## config.mk

```make
export PLATFORM = sky130hd
export DESIGN_NAME = sac_top
export DESIGN_NICKNAME = d
export VERILOG_FILES = /design/src/rtl/sac_pkg.sv /design/src/rtl/sac_top.sv /design/src/rtl/sac_fifo.sv
export SDC_FILE = /design/constraint.sdc
export NUM_CORES = 1
export LEC_CHECK = 0
export ABC_AREA = 1
export ABC_CLOCK_PERIOD_IN_PS = 8600
export BUFFER_PORTS_ARGS = -buffer_cell sky130_fd_sc_hd__clkbuf_2
export CORE_UTILIZATION = 29
export CTS_CLUSTER_SIZE = 28
export DETAILED_ROUTE_END_ITERATION = 12
export PLACE_DENSITY = 0.56
export SYNTH_ARGS = -nofsm -noshare
export SYNTH_HDL_FRONTEND = slang
export SYNTH_SLANG_ARGS = --single-unit
```

## constraint.sdc

```tcl
create_clock -name clk -period 8.6 [get_ports clk]
set_input_delay 1.29 -clock clk [delete_from_list [all_inputs] [get_ports clk]]
set_output_delay 1.29 -clock clk [all_outputs]
set_load 0.005 [all_outputs]
```

## src/rtl/sac_pkg.sv

```systemverilog
package sac_pkg;

  // ---------------------------------------------------------------
  // serial frame layout
  // ---------------------------------------------------------------
  localparam int FRAME_BITS     = 16;
  localparam int RES_BITS       = 13;
  localparam int CODES          = 8192;
  localparam int CH_BITS        = 3;
  localparam int NUM_CH         = 8;
  localparam int WR_BIT         = 15;
  localparam int ADDR_HI        = 14;
  localparam int ADDR_LO        = 13;
  localparam int TRACK_EDGE     = 14;
  localparam int SAR_FIRST_EDGE = 2;
  localparam logic [1:0] ADDR_CTRL   = 2'h0;
  localparam logic [1:0] ADDR_RANGE1 = 2'h1;
  localparam logic [1:0] ADDR_RANGE2 = 2'h2;

  // control payload field positions
  localparam int CF_CHAN_LO = 10;
  localparam int CF_MODE_LO = 8;
  localparam int CF_PM_LO   = 6;
  localparam int CF_CODING  = 5;
  localparam int CF_REF     = 4;
  localparam int CF_SEQ_LO  = 2;
  localparam int RF_LO      = 5;

  // ---------------------------------------------------------------
  // timing
  // ---------------------------------------------------------------
  localparam int CLK_MHZ       = 40;
  localparam int SCLK_FULL_MHZ = 20;
  localparam int FRAME_NS      = 1000;
  localparam int FRAME_CYCLES  = FRAME_NS * CLK_MHZ / 1000;

  // ---------------------------------------------------------------
  // apb map
  // ---------------------------------------------------------------
  localparam logic [11:0] OFS_STATUS = 12'h000;
  localparam logic [11:0] OFS_CTRL   = 12'h004;
  localparam logic [11:0] OFS_RANGE  = 12'h008;
  localparam logic [11:0] OFS_CONFIG = 12'h00C;
  localparam logic [1:0]  CONFIG_RST = 2'h1;

  // ---------------------------------------------------------------
  // types
  // ---------------------------------------------------------------
  typedef enum logic [1:0] {
    SAC_MODE_SE8   = 2'h0,
    SAC_MODE_PSD4  = 2'h1,
    SAC_MODE_DIFF4 = 2'h2,
    SAC_MODE_PSD7  = 2'h3
  } sac_mode_t;

  typedef enum logic [1:0] {
    SAC_PM_NORMAL  = 2'h0,
    SAC_PM_AUTOSTB = 2'h1,
    SAC_PM_AUTOSD  = 2'h2,
    SAC_PM_FULLSD  = 2'h3
  } sac_pm_t;

  typedef struct packed {
    logic [2:0] chan;
    sac_mode_t  mode;
    sac_pm_t    pm;
    logic       coding;
    logic       ref_int;
    logic [1:0] seq;
  } sac_ctrl_t;

  localparam sac_ctrl_t CTRL_RST = '{chan: 3'h0, mode: SAC_MODE_SE8,
    pm: SAC_PM_NORMAL, coding: 1'b0, ref_int: 1'b0, seq: 2'h0};

  typedef struct packed {
    logic [2:0] pos;
    logic [2:0] neg;
    logic       neg_en;
    logic       diff;
  } sac_mux_t;

endpackage

```

## src/rtl/sac_top.sv

```systemverilog
//
// Behaviour
// - two mode bits pick input configuration
// - serial clock shifts data and steps SAR
// - external reference at reset; bit selects internal
// - twos complement default; coding bit gives binary
// - sequence uses coding from latest control write
// - reset leaves eight single-ended inputs
// - each channel holds its own range
// - thirteen-bit result spans 8192 codes
// - track resumes on 14th rising serial edge
// - power-down chosen by control field
// - select falling edge enters hold
//
`timescale 1ns/1ps
module sac_top #(
  parameter int FIFO_DEPTH = 16
) (
  input  wire logic        clk,
  input  wire logic        rst,
  // serial link pins
  input  wire logic        cs_n,
  input  wire logic        sclk,
  input  wire logic        din,
  output logic             dout,
  output logic             dout_oe,
  // converter core
  input  wire logic        cmp_in,
  output logic [12:0]      dac_code,
  output logic             track,
  output sac_pkg::sac_mux_t mux_sel,
  output logic [1:0]       range_sel,
  output logic             ref_int,
  output sac_pkg::sac_pm_t pd_mode,
  // apb slave
  input  wire logic        psel,
  input  wire logic        penable,
  input  wire logic        pwrite,
  input  wire logic [11:0] paddr,
  input  wire logic [31:0] pwdata,
  output logic [31:0]      prdata,
  output logic             pready,
  output logic             pslverr
);

  // ---------------------------------------------------------------
  // pin synchronisers
  // ---------------------------------------------------------------
  logic [2:0] s1_reg;
  logic [2:0] s2_reg;
  logic [2:0] s3_reg;
  logic [2:0] pin_reg;
  logic [2:0] pin_prev_reg;
  wire  [2:0] agree    = s2_reg ~^ s3_reg;
  wire  [2:0] pin_next = (agree & s3_reg) | (~agree & pin_reg);

  always_ff @(posedge clk) begin
    if (rst) begin
      s1_reg       <= 3'h7;
      s2_reg       <= 3'h7;
      s3_reg       <= 3'h7;
      pin_reg      <= 3'h7;
      pin_prev_reg <= 3'h7;
    end else begin
      s1_reg       <= {din, sclk, cs_n};
      s2_reg       <= s1_reg;
      s3_reg       <= s2_reg;
      pin_reg      <= pin_next;
      pin_prev_reg <= pin_reg;
    end
  end

  wire cs_act    = ~pin_reg[0];
  wire cs_fall   = pin_prev_reg[0] & ~pin_reg[0];
  wire cs_rise   = ~pin_prev_reg[0] & pin_reg[0];
  wire sclk_rise = cs_act & ~pin_prev_reg[1] & pin_reg[1];
  wire sclk_fall = cs_act & pin_prev_reg[1] & ~pin_reg[1];
  wire din_s     = pin_reg[2];

  // ---------------------------------------------------------------
  // configuration state
  // ---------------------------------------------------------------
  sac_pkg::sac_ctrl_t ctrl_reg;      // active settings
  sac_pkg::sac_ctrl_t ctrl_pend_reg; // last written, not yet live
  logic [15:0]        range_reg;
  logic [15:0]        range_pend_reg;
  logic [1:0]         config_reg;
  logic [2:0]         chan_reg;

  // config bit0 allows conversions, bit1 freezes the output drain
  wire conv_en    = config_reg[0];
  wire drain_hold = config_reg[1];

  // ---------------------------------------------------------------
  // frame engine
  // ---------------------------------------------------------------
  logic [4:0]  edge_cnt_reg;
  logic [15:0] rx_reg;
  logic [4:0]  rx_cnt_reg;
  logic [15:0] tx_reg;
  logic [12:0] sar_reg;
  logic        run_reg;
  logic        track_reg;
  logic        dout_reg;
  logic        oe_reg;
  logic        push_reg;
  logic [15:0] push_data_reg;
  logic        pend_ctrl_reg;
  logic        pend_rng_reg;
  logic [15:0] frame_cnt_reg;

  wire        fifo_in_ready;
  wire [15:0] fifo_out_data;
  wire        fifo_out_valid;
  wire [$clog2(FIFO_DEPTH):0] fifo_level;
  wire        fifo_pop = cs_fall & fifo_out_valid & ~drain_hold;

  wire [4:0]  edge_nxt = (edge_cnt_reg == 5'h1F) ? edge_cnt_reg
                                                 : edge_cnt_reg + 5'h01;
  wire [3:0]  sar_bit  = 4'(sac_pkg::TRACK_EDGE - int'(edge_nxt));
  wire        sar_step = run_reg & sclk_rise
                       & (edge_nxt >= 5'(sac_pkg::SAR_FIRST_EDGE))
                       & (edge_nxt <= 5'(sac_pkg::TRACK_EDGE));
  wire        sar_done = sar_step & (edge_nxt == 5'(sac_pkg::TRACK_EDGE));
  wire [15:0] rx_word  = {rx_reg[14:0], din_s};
  wire [1:0]  rx_addr  = rx_reg[sac_pkg::ADDR_HI:sac_pkg::ADDR_LO];
  wire        rx_wr    = (rx_cnt_reg >= 5'(sac_pkg::FRAME_BITS))
                       & rx_reg[sac_pkg::WR_BIT];

  // keep the already-decided upper bits, try the next lower one
  function automatic logic [12:0] sar_next(input logic [12:0] cur,
                                           input logic [3:0]  k,
                                           input logic        keep);
    logic [12:0] v;
    v    = cur;
    v[k] = keep;
    if (k != 4'h0) begin
      v[k-1'b1] = 1'b1;
    end
    return v;
  endfunction

  // sequence walks from 0 up to the programmed channel and wraps
  wire [2:0] seq_chan = (chan_reg >= ctrl_pend_reg.chan) ? 3'h0
                                                         : chan_reg + 3'h1;
  wire [2:0] next_chan = (ctrl_pend_reg.seq != 2'h0) ? seq_chan
                                                     : ctrl_pend_reg.chan;
  // bit flip of the msb turns offset binary into twos complement
  wire [12:0] coded = ctrl_reg.coding ? sar_reg
                    : {~sar_reg[12], sar_reg[11:0]};

  always_ff @(posedge clk) begin
    if (rst) begin
      edge_cnt_reg <= '0;
      rx_reg       <= '0;
      rx_cnt_reg   <= '0;
      tx_reg       <= '0;
      sar_reg      <= '0;
      run_reg      <= 1'b0;
      track_reg    <= 1'b1;
      dout_reg     <= 1'b0;
      oe_reg       <= 1'b0;
      chan_reg     <= 3'h0;
    end else if (cs_fall) begin
      track_reg    <= 1'b0;
      edge_cnt_reg <= '0;
      rx_cnt_reg   <= '0;
      chan_reg     <= next_chan;
      // a full fifo holds the converter idle rather than lose a result
      run_reg      <= conv_en & fifo_in_ready
                    & (ctrl_pend_reg.pm != sac_pkg::SAC_PM_FULLSD);
      sar_reg      <= 13'h1000;
      tx_reg       <= fifo_pop ? {fifo_out_data[14:0], 1'b0} : '0;
      dout_reg     <= fifo_pop ? fifo_out_data[15] : 1'b0;
      oe_reg       <= 1'b1;
    end else if (cs_rise) begin
      oe_reg  <= 1'b0;
      run_reg <= 1'b0;
    end else begin
      if (sclk_rise) begin
        edge_cnt_reg <= edge_nxt;
        rx_reg       <= rx_word;
        rx_cnt_reg   <= (rx_cnt_reg == 5'h1F) ? rx_cnt_reg
                                              : rx_cnt_reg + 5'h01;
        if (edge_nxt == 5'(sac_pkg::TRACK_EDGE)) begin
          track_reg <= 1'b1;
        end
      end
      if (sar_step) begin
        sar_reg <= sar_next(sar_reg, sar_bit, cmp_in);
      end
      if (sar_done) begin
        run_reg <= 1'b0;
      end
      if (sclk_fall) begin
        dout_reg <= tx_reg[15];
        tx_reg   <= {tx_reg[14:0], 1'b0};
      end
    end
  end

  // the last decision lands in sar_reg at the edge that raises this
  // flag, so the coded word is read a cycle later, never mid-update
  logic last_step_reg;

  always_ff @(posedge clk) begin
    if (rst) begin
      last_step_reg <= 1'b0;
    end else begin
      last_step_reg <= sar_done;
    end
  end

  // result word enters the fifo two cycles after the last decision
  always_ff @(posedge clk) begin
    if (rst) begin
      push_reg      <= 1'b0;
      push_data_reg <= '0;
      frame_cnt_reg <= '0;
    end else begin
      push_reg <= 1'b0;
      if (last_step_reg) begin
        push_reg      <= 1'b1;
        push_data_reg <= {chan_reg, coded};
        frame_cnt_reg <= frame_cnt_reg + 16'h0001;
      end
    end
  end

  // ---------------------------------------------------------------
  // serial register writes
  // ---------------------------------------------------------------
  wire [12:0] pay = rx_reg[12:0];

  always_ff @(posedge clk) begin
    if (rst) begin
      ctrl_pend_reg  <= sac_pkg::CTRL_RST;
      range_pend_reg <= '0;
      pend_ctrl_reg  <= 1'b0;
      pend_rng_reg   <= 1'b0;
    end else if (cs_rise && rx_wr) begin
      unique case (rx_addr)
        sac_pkg::ADDR_CTRL: begin
          ctrl_pend_reg.chan    <= pay[sac_pkg::CF_CHAN_LO +: 3];
          ctrl_pend_reg.mode    <= sac_pkg::sac_mode_t'(
                                   pay[sac_pkg::CF_MODE_LO +: 2]);
          ctrl_pend_reg.pm      <= sac_pkg::sac_pm_t'(
                                   pay[sac_pkg::CF_PM_LO +: 2]);
          ctrl_pend_reg.coding  <= pay[sac_pkg::CF_CODING];
          ctrl_pend_reg.ref_int <= pay[sac_pkg::CF_REF];
          ctrl_pend_reg.seq     <= pay[sac_pkg::CF_SEQ_LO +: 2];
          pend_ctrl_reg         <= 1'b1;
        end
        sac_pkg::ADDR_RANGE1: begin
          range_pend_reg[7:0] <= pay[sac_pkg::RF_LO +: 8];
          pend_rng_reg        <= 1'b1;
        end
        sac_pkg::ADDR_RANGE2: begin
          range_pend_reg[15:8] <= pay[sac_pkg::RF_LO +: 8];
          pend_rng_reg         <= 1'b1;
        end
        default: begin
          pend_rng_reg <= pend_rng_reg;
        end
      endcase
    end else if (cs_fall) begin
      pend_ctrl_reg <= 1'b0;
      pend_rng_reg  <= 1'b0;
    end
  end

  // written settings go live only at the next select fall
  always_ff @(posedge clk) begin
    if (rst) begin
      ctrl_reg  <= sac_pkg::CTRL_RST;
      range_reg <= '0;
    end else if (cs_fall) begin
      ctrl_reg  <= ctrl_pend_reg;
      range_reg <= range_pend_reg;
    end
  end

  // ---------------------------------------------------------------
  // converter core controls
  // ---------------------------------------------------------------
  sac_pkg::sac_mux_t mux_next;
  sac_pkg::sac_mux_t mux_reg;
  logic [1:0]        range_out_reg;

  always_comb begin
    mux_next = '0;
    unique case (ctrl_reg.mode)
      sac_pkg::SAC_MODE_SE8: begin
        mux_next.pos = chan_reg;
      end
      sac_pkg::SAC_MODE_PSD4: begin
        mux_next.pos    = {chan_reg[2:1], 1'b0};
        mux_next.neg    = {chan_reg[2:1], 1'b1};
        mux_next.neg_en = 1'b1;
      end
      sac_pkg::SAC_MODE_DIFF4: begin
        mux_next.pos    = {chan_reg[2:1], 1'b0};
        mux_next.neg    = {chan_reg[2:1], 1'b1};
        mux_next.neg_en = 1'b1;
        mux_next.diff   = 1'b1;
      end
      sac_pkg::SAC_MODE_PSD7: begin
        mux_next.pos    = (chan_reg == 3'h7) ? 3'h6 : chan_reg;
        mux_next.neg    = 3'h7;
        mux_next.neg_en = 1'b1;
      end
    endcase
  end

  always_ff @(posedge clk) begin
    if (rst) begin
      mux_reg       <= '0;
      range_out_reg <= 2'h0;
    end else begin
      mux_reg       <= mux_next;
      range_out_reg <= range_reg[{chan_reg, 1'b0} +: 2];
    end
  end

  // ---------------------------------------------------------------
  // result fifo
  // ---------------------------------------------------------------
  sac_fifo #(
    .WIDTH (sac_pkg::FRAME_BITS),
    .DEPTH (FIFO_DEPTH)
  ) u_fifo (
    .clk       (clk),
    .rst       (rst),
    .in_data   (push_data_reg),
    .in_valid  (push_reg),
    .in_ready  (fifo_in_ready),
    .out_data  (fifo_out_data),
    .out_valid (fifo_out_valid),
    .out_ready (fifo_pop),
    .level     (fifo_level)
  );

  // ---------------------------------------------------------------
  // apb slave, zero wait states
  // ---------------------------------------------------------------
  logic [31:0] prdata_reg;
  logic        pslverr_reg;
  wire         acc     = psel & penable;
  wire         hit_st  = (paddr == sac_pkg::OFS_STATUS);
  wire         hit_ctl = (paddr == sac_pkg::OFS_CTRL);
  wire         hit_rng = (paddr == sac_pkg::OFS_RANGE);
  wire         hit_cfg = (paddr == sac_pkg::OFS_CONFIG);
  wire         mapped  = hit_st | hit_ctl | hit_rng | hit_cfg;
  wire [31:0]  st_word = {frame_cnt_reg, 6'h00,
                          6'($unsigned(fifo_level)),
                          pend_rng_reg, pend_ctrl_reg, cs_act, track_reg};
  wire [31:0]  rd_mux  = hit_st  ? st_word
                       : hit_ctl ? 32'(ctrl_reg)
                       : hit_rng ? {16'h0000, range_reg}
                       : hit_cfg ? {30'h00000000, config_reg}
                       : 32'h00000000;

  always_ff @(posedge clk) begin
    if (rst) begin
      config_reg  <= sac_pkg::CONFIG_RST;
      prdata_reg  <= '0;
      pslverr_reg <= 1'b0;
    end else begin
      pslverr_reg <= 1'b0;
      if (psel && !penable) begin
        prdata_reg  <= rd_mux;
        pslverr_reg <= ~mapped;
      end
      if (acc && pwrite && hit_cfg) begin
        config_reg <= pwdata[1:0];
      end
    end
  end

  // ---------------------------------------------------------------
  // outputs
  // ---------------------------------------------------------------
  assign dout      = dout_reg;
  assign dout_oe   = oe_reg;
  assign dac_code  = sar_reg;
  assign track     = track_reg;
  assign mux_sel   = mux_reg;
  assign range_sel = range_out_reg;
  assign ref_int   = ctrl_reg.ref_int;
  assign pd_mode   = ctrl_reg.pm;
  assign prdata    = prdata_reg;
  assign pready    = 1'b1;
  // set in the setup cycle, so it stands exactly in the access cycle
  assign pslverr   = pslverr_reg;

endmodule

```

## src/rtl/sac_fifo.sv

```systemverilog
`timescale 1ns/1ps
module sac_fifo #(
  parameter int WIDTH = 16,
  parameter int DEPTH = 16
) (
  input  wire logic             clk,
  input  wire logic             rst,
  input  wire logic [WIDTH-1:0] in_data,
  input  wire logic             in_valid,
  output logic                  in_ready,
  output logic [WIDTH-1:0]      out_data,
  output logic                  out_valid,
  input  wire logic             out_ready,
  output logic [$clog2(DEPTH):0] level
);
  localparam int AW = $clog2(DEPTH);

  logic [WIDTH-1:0] mem_reg [DEPTH];
  logic [AW-1:0]    wr_reg;
  logic [AW-1:0]    rd_reg;
  logic [AW:0]      cnt_reg;
  wire              push = in_valid & in_ready;
  wire              pop  = out_valid & out_ready;

  assign in_ready  = (cnt_reg < (AW+1)'(DEPTH));
  assign out_valid = (cnt_reg != '0);
  assign out_data  = mem_reg[rd_reg];
  assign level     = cnt_reg;

  always_ff @(posedge clk) begin
    if (push) begin
      mem_reg[wr_reg] <= in_data;
    end
  end

  always_ff @(posedge clk) begin
    if (rst) begin
      wr_reg  <= '0;
      rd_reg  <= '0;
      cnt_reg <= '0;
    end else begin
      if (push) begin
        wr_reg <= (wr_reg == AW'(DEPTH-1)) ? '0 : wr_reg + 1'b1;
      end
      if (pop) begin
        rd_reg <= (rd_reg == AW'(DEPTH-1)) ? '0 : rd_reg + 1'b1;
      end
      cnt_reg <= cnt_reg + (AW+1)'(push) - (AW+1)'(pop);
    end
  end
endmodule

```

==> run summary <==
The floorplan step set the die width to about 260 microns. The floorplan has 95 rows. The shortest clock period the worst path allows after layout is approximately 3.4 ns. The initial antenna violation count is 0. The number of flops mapped to enable cells by yosys came out at between 200 and 300. The worst slew margin relative to its limit came out at 0.296. CTS saw ~480 sinks. The worst-case clock skew is 0.0101 ns.

Of all cell types, the one taking the most synthesized area is sky130_fd_sc_hd__edfxtp_1. The fraction of met1 tracks used by global routing came out at 0.178. The area growth from synthesis to layout is 14.1%. The final worst-path cycle share came out at 0.395.

The synthesized area divided by synthesized cell count is between 9 and 10 sq um. The starting density of the core is 0.293. Measured along the y axis, the die boundary spans about 260 microns. The overflow left after global routing is 0. During placement, the flow inserted port buffers numbering between 80 and 90. The cell count after synthesis is between 1500 and 2000. The reported max-cap violation count came out at 0. The overall die area is between 60000 and 70000 sq um. The clock insertion delay at the later pin of the skew report is between 0.5 and 0.6 ns.

Summing all multi-input logic gate instances after layout gives approximately 6400 sq um. met2 is the most crowded layer. The number of DRC markers after the initial detailed-route iteration came out at between 1000 and 1500. The global routing met2 resource utilization came out at 0.253.

The launching element type of the critical path is a flip-flop. The sequential area share after synthesis is 0.620. TritonCTS built the clock tree. Summing all flip-flop and latch instances after layout gives 12200 sq um. The average wire length per cell after detail routing is ~17 microns. The region available for standard cell placement spans between 60000 and 70000 sq um. The worst hold margin came out at 0.417 ns.

Clock-pin slew was measured on the worst setup and hold paths at approximately 0.06 ns. Across every metal layer, demand over resource in global routing totals 0.143. The number of inserted filler cells in the final layout came out at between 6000 and 7000.

The category of the most critical setup path is reg2reg. The largest net degree at the start of global routing came out at between 90 and 100. The fraction of synthesized cell area taken by the top area cell type came out at 0.390. Counting instances in the post-synthesis netlist gives the leading cell types as sky130_fd_sc_hd__nand2_1 (386), sky130_fd_sc_hd__edfxtp_1 (256), sky130_fd_sc_hd__dfxtp_1 (226), sky130_fd_sc_hd__a21oi_1 (220), sky130_fd_sc_hd__o21ai_0 (156). The first global-routing pass estimated slightly below 80000 microns of wire. The cell at the root of the clock tree is sky130_fd_sc_hd__clkbuf_16. For this block, the routed nets add up to approximately 51000 microns of wire. The clock tree synthesis step divided the H-tree into 2 levels. The final-stage net count came out at between 2000 and 2500.

The placer congestion estimate is ~0.83. The register with the most flip-flops in the layout has 256 of them. The via count of the first global-routing pass was ~14000. The critical path data arrival time came out at 3.91 ns. The top-level I/O count came out at between 100 and 150. The final-report hold violation count came to 0.

The HPWL after detailed placement came out at about 31000 microns. The analysis attributes to cell leakage a power of just over 8 nW. The power density over the cells came out at between 200 and 250 nW/um^2. The remaining antenna violation count is 0.

The number of clock buffers inserted by TritonCTS came out at between 40 and 50. The worst IR drop on VDD is between 150 and 200 uV. The largest buffer count on any clock path is 3. The path type of the worst min-delay path is reg2reg. By area the synthesized netlist is led by sky130_fd_sc_hd__edfxtp_1 (39%), sky130_fd_sc_hd__dfxtp_1 (23%), sky130_fd_sc_hd__nand2_1 (7.4%). The count of hold buffers inserted by post-cts repair came out at 0. After synthesis the netlist holds a flip-flop and latch count of a little under 500. For this run, the leading register cell type out of synthesis is sky130_fd_sc_hd__edfxtp_1. The async set-reset flop share out of synthesis came out at 0. The flow ran to the end, and the final reports show no timing, DRC or antenna violations. During synthesis, Yosys emitted a total of 0 warnings. The highest clock frequency the design can meet came out at 295 MHz. The number of nets handed over by synthesis was around 2100.

Setup repair after global routing left no endpoint under its margin. The number of slew-limit violations in the final report came out at 0. The maximum fanout along the worst path came out at 20.

The synthesized netlist occupies a cell area of between 15000 and 20000 sq um. In this run the post-CTS setup repair buffer count came out at 0. In this run, post-CTS repair resized a total of 0 instances.

The routing usage on met3 is 0.0229. The number of setup violations in the final report is 0. The post-route DRC violation count came out at 0. In the post-synthesis netlist, the cell with the most instances is sky130_fd_sc_hd__nand2_1. The detailed-route vias per instance came out at 4.89. The number of different library cells used by synthesis comes to about 50. At the pin with the least slew margin, the transition time is between 1 and 1.5 ns.

The category of the worst setup path capture point is a flip-flop. After routing, the total negative slack on setup checks comes to 0 ns. The iteration count of the initial detailed-routing pass came out at 5. The routed layout has 14406 vias. The fraction of final layout cells sized beyond drive strength 1 is 0.114. The data required time of the critical path came out at around 9.1 ns. The antenna diode count is 0.
-- critical path, cell delays in order (launching register included) --
cell	delay (ns)
sky130_fd_sc_hd__dfxtp_1	0.54
sky130_fd_sc_hd__inv_1	0.14
sky130_fd_sc_hd__ha_1	0.29
sky130_fd_sc_hd__nand3_1	0.26
sky130_fd_sc_hd__inv_1	0.46
sky130_fd_sc_hd__ha_1	0.46
sky130_fd_sc_hd__inv_1	0.04
sky130_fd_sc_hd__ha_1	0.20
sky130_fd_sc_hd__fa_1	0.41
sky130_fd_sc_hd__nand2_1	0.08
sky130_fd_sc_hd__a21oi_1	0.06
sky130_fd_sc_hd__nor2_1	0.12
sky130_fd_sc_hd__o21ai_0	0.09
sky130_fd_sc_hd__a21oi_1	0.16
-- cell families after synthesis --
logic type | synth area share
AO/OA/AOI/OAI | 0.154
XOR/XNOR | 0.00222
adder cells (fa/ha/maj) | 0.0232
buffers and inverters | 0.0552
other | 0.000190
AND/OR/NAND/NOR | 0.146
flip-flops | 0.620
-- path summary, 6_finish.rpt --
check                                from               to  slack, ns  cells after the start
worst max-delay path            flip-flop  u_fifo.level[4]       5.20                     13
worst min-delay path            s1_reg[0]        s2_reg[0]       0.42                      1
worst max register to register  flip-flop  u_fifo.level[4]       5.20                     13
worst min register to register  s1_reg[0]        s2_reg[0]       0.42                      1
-- metrics by stage --
| stage | setup slack, ns | utilization | power, mW | area, sq um | instances |
|---|---|---|---|---|---|
| floorplan | 5.92 | - | 2.49 | 19700 | 1990 |
| global placement | 4.76 | 0.311 | 2.50 | 20900 | 2858 |
| detailed placement | 4.65 | 0.311 | 2.50 | 20900 | 2858 |
| CTS | 5.20 | 0.335 | 4.58 | 22500 | 2947 |
| global route | 4.98 | 0.335 | 4.67 | 22500 | 2947 |
| finish | 5.20 | 0.335 | 4.53 | 22500 | 2947 |
-- placed cells by master, fill, tap and decap left out, types with 25 or more instances in the layout --
master and n:
sky130_fd_sc_hd__a21oi_1 220, sky130_fd_sc_hd__a22oi_1 30, sky130_fd_sc_hd__a32o_1 25, sky130_fd_sc_hd__buf_4 27, sky130_fd_sc_hd__clkbuf_16 51, sky130_fd_sc_hd__clkbuf_2 85
sky130_fd_sc_hd__dfxtp_1 224, sky130_fd_sc_hd__edfxtp_1 256, sky130_fd_sc_hd__ha_1 35, sky130_fd_sc_hd__inv_1 140, sky130_fd_sc_hd__nand2_1 386, sky130_fd_sc_hd__nand3_1 70
sky130_fd_sc_hd__nor2_1 150, sky130_fd_sc_hd__o211ai_1 27, sky130_fd_sc_hd__o21ai_0 156
-- final cells by class --
| type | count | area share |
|---|---|---|
| Sequential cell | 482 | 0.543 |
| Multi-Input combinational cell | 1240 | 0.285 |
| Clock buffer | 68 | 0.0637 |
| Tap cell | 873 | 0.0486 |
| Timing Repair Buffer | 111 | 0.0277 |
| Inverter | 152 | 0.0254 |
| Clock inverter | 21 | 0.00607 |
-- power by group --
part	internal, mW	switching (mW)	total, mW
sequential	2.40	0.00267	2.41
combinational	0.0144	0.0349	0.0494
clock	1.19	0.883	2.07
total	3.61	0.921	4.53
-- routing by layer --
metal,part of all wire,routed length [microns]
met2,0.50,25100
met1,0.43,21700
met4,0.024,1220
met5,0,0
met3,0.048,2430
(Power assumes the default switching activity.)
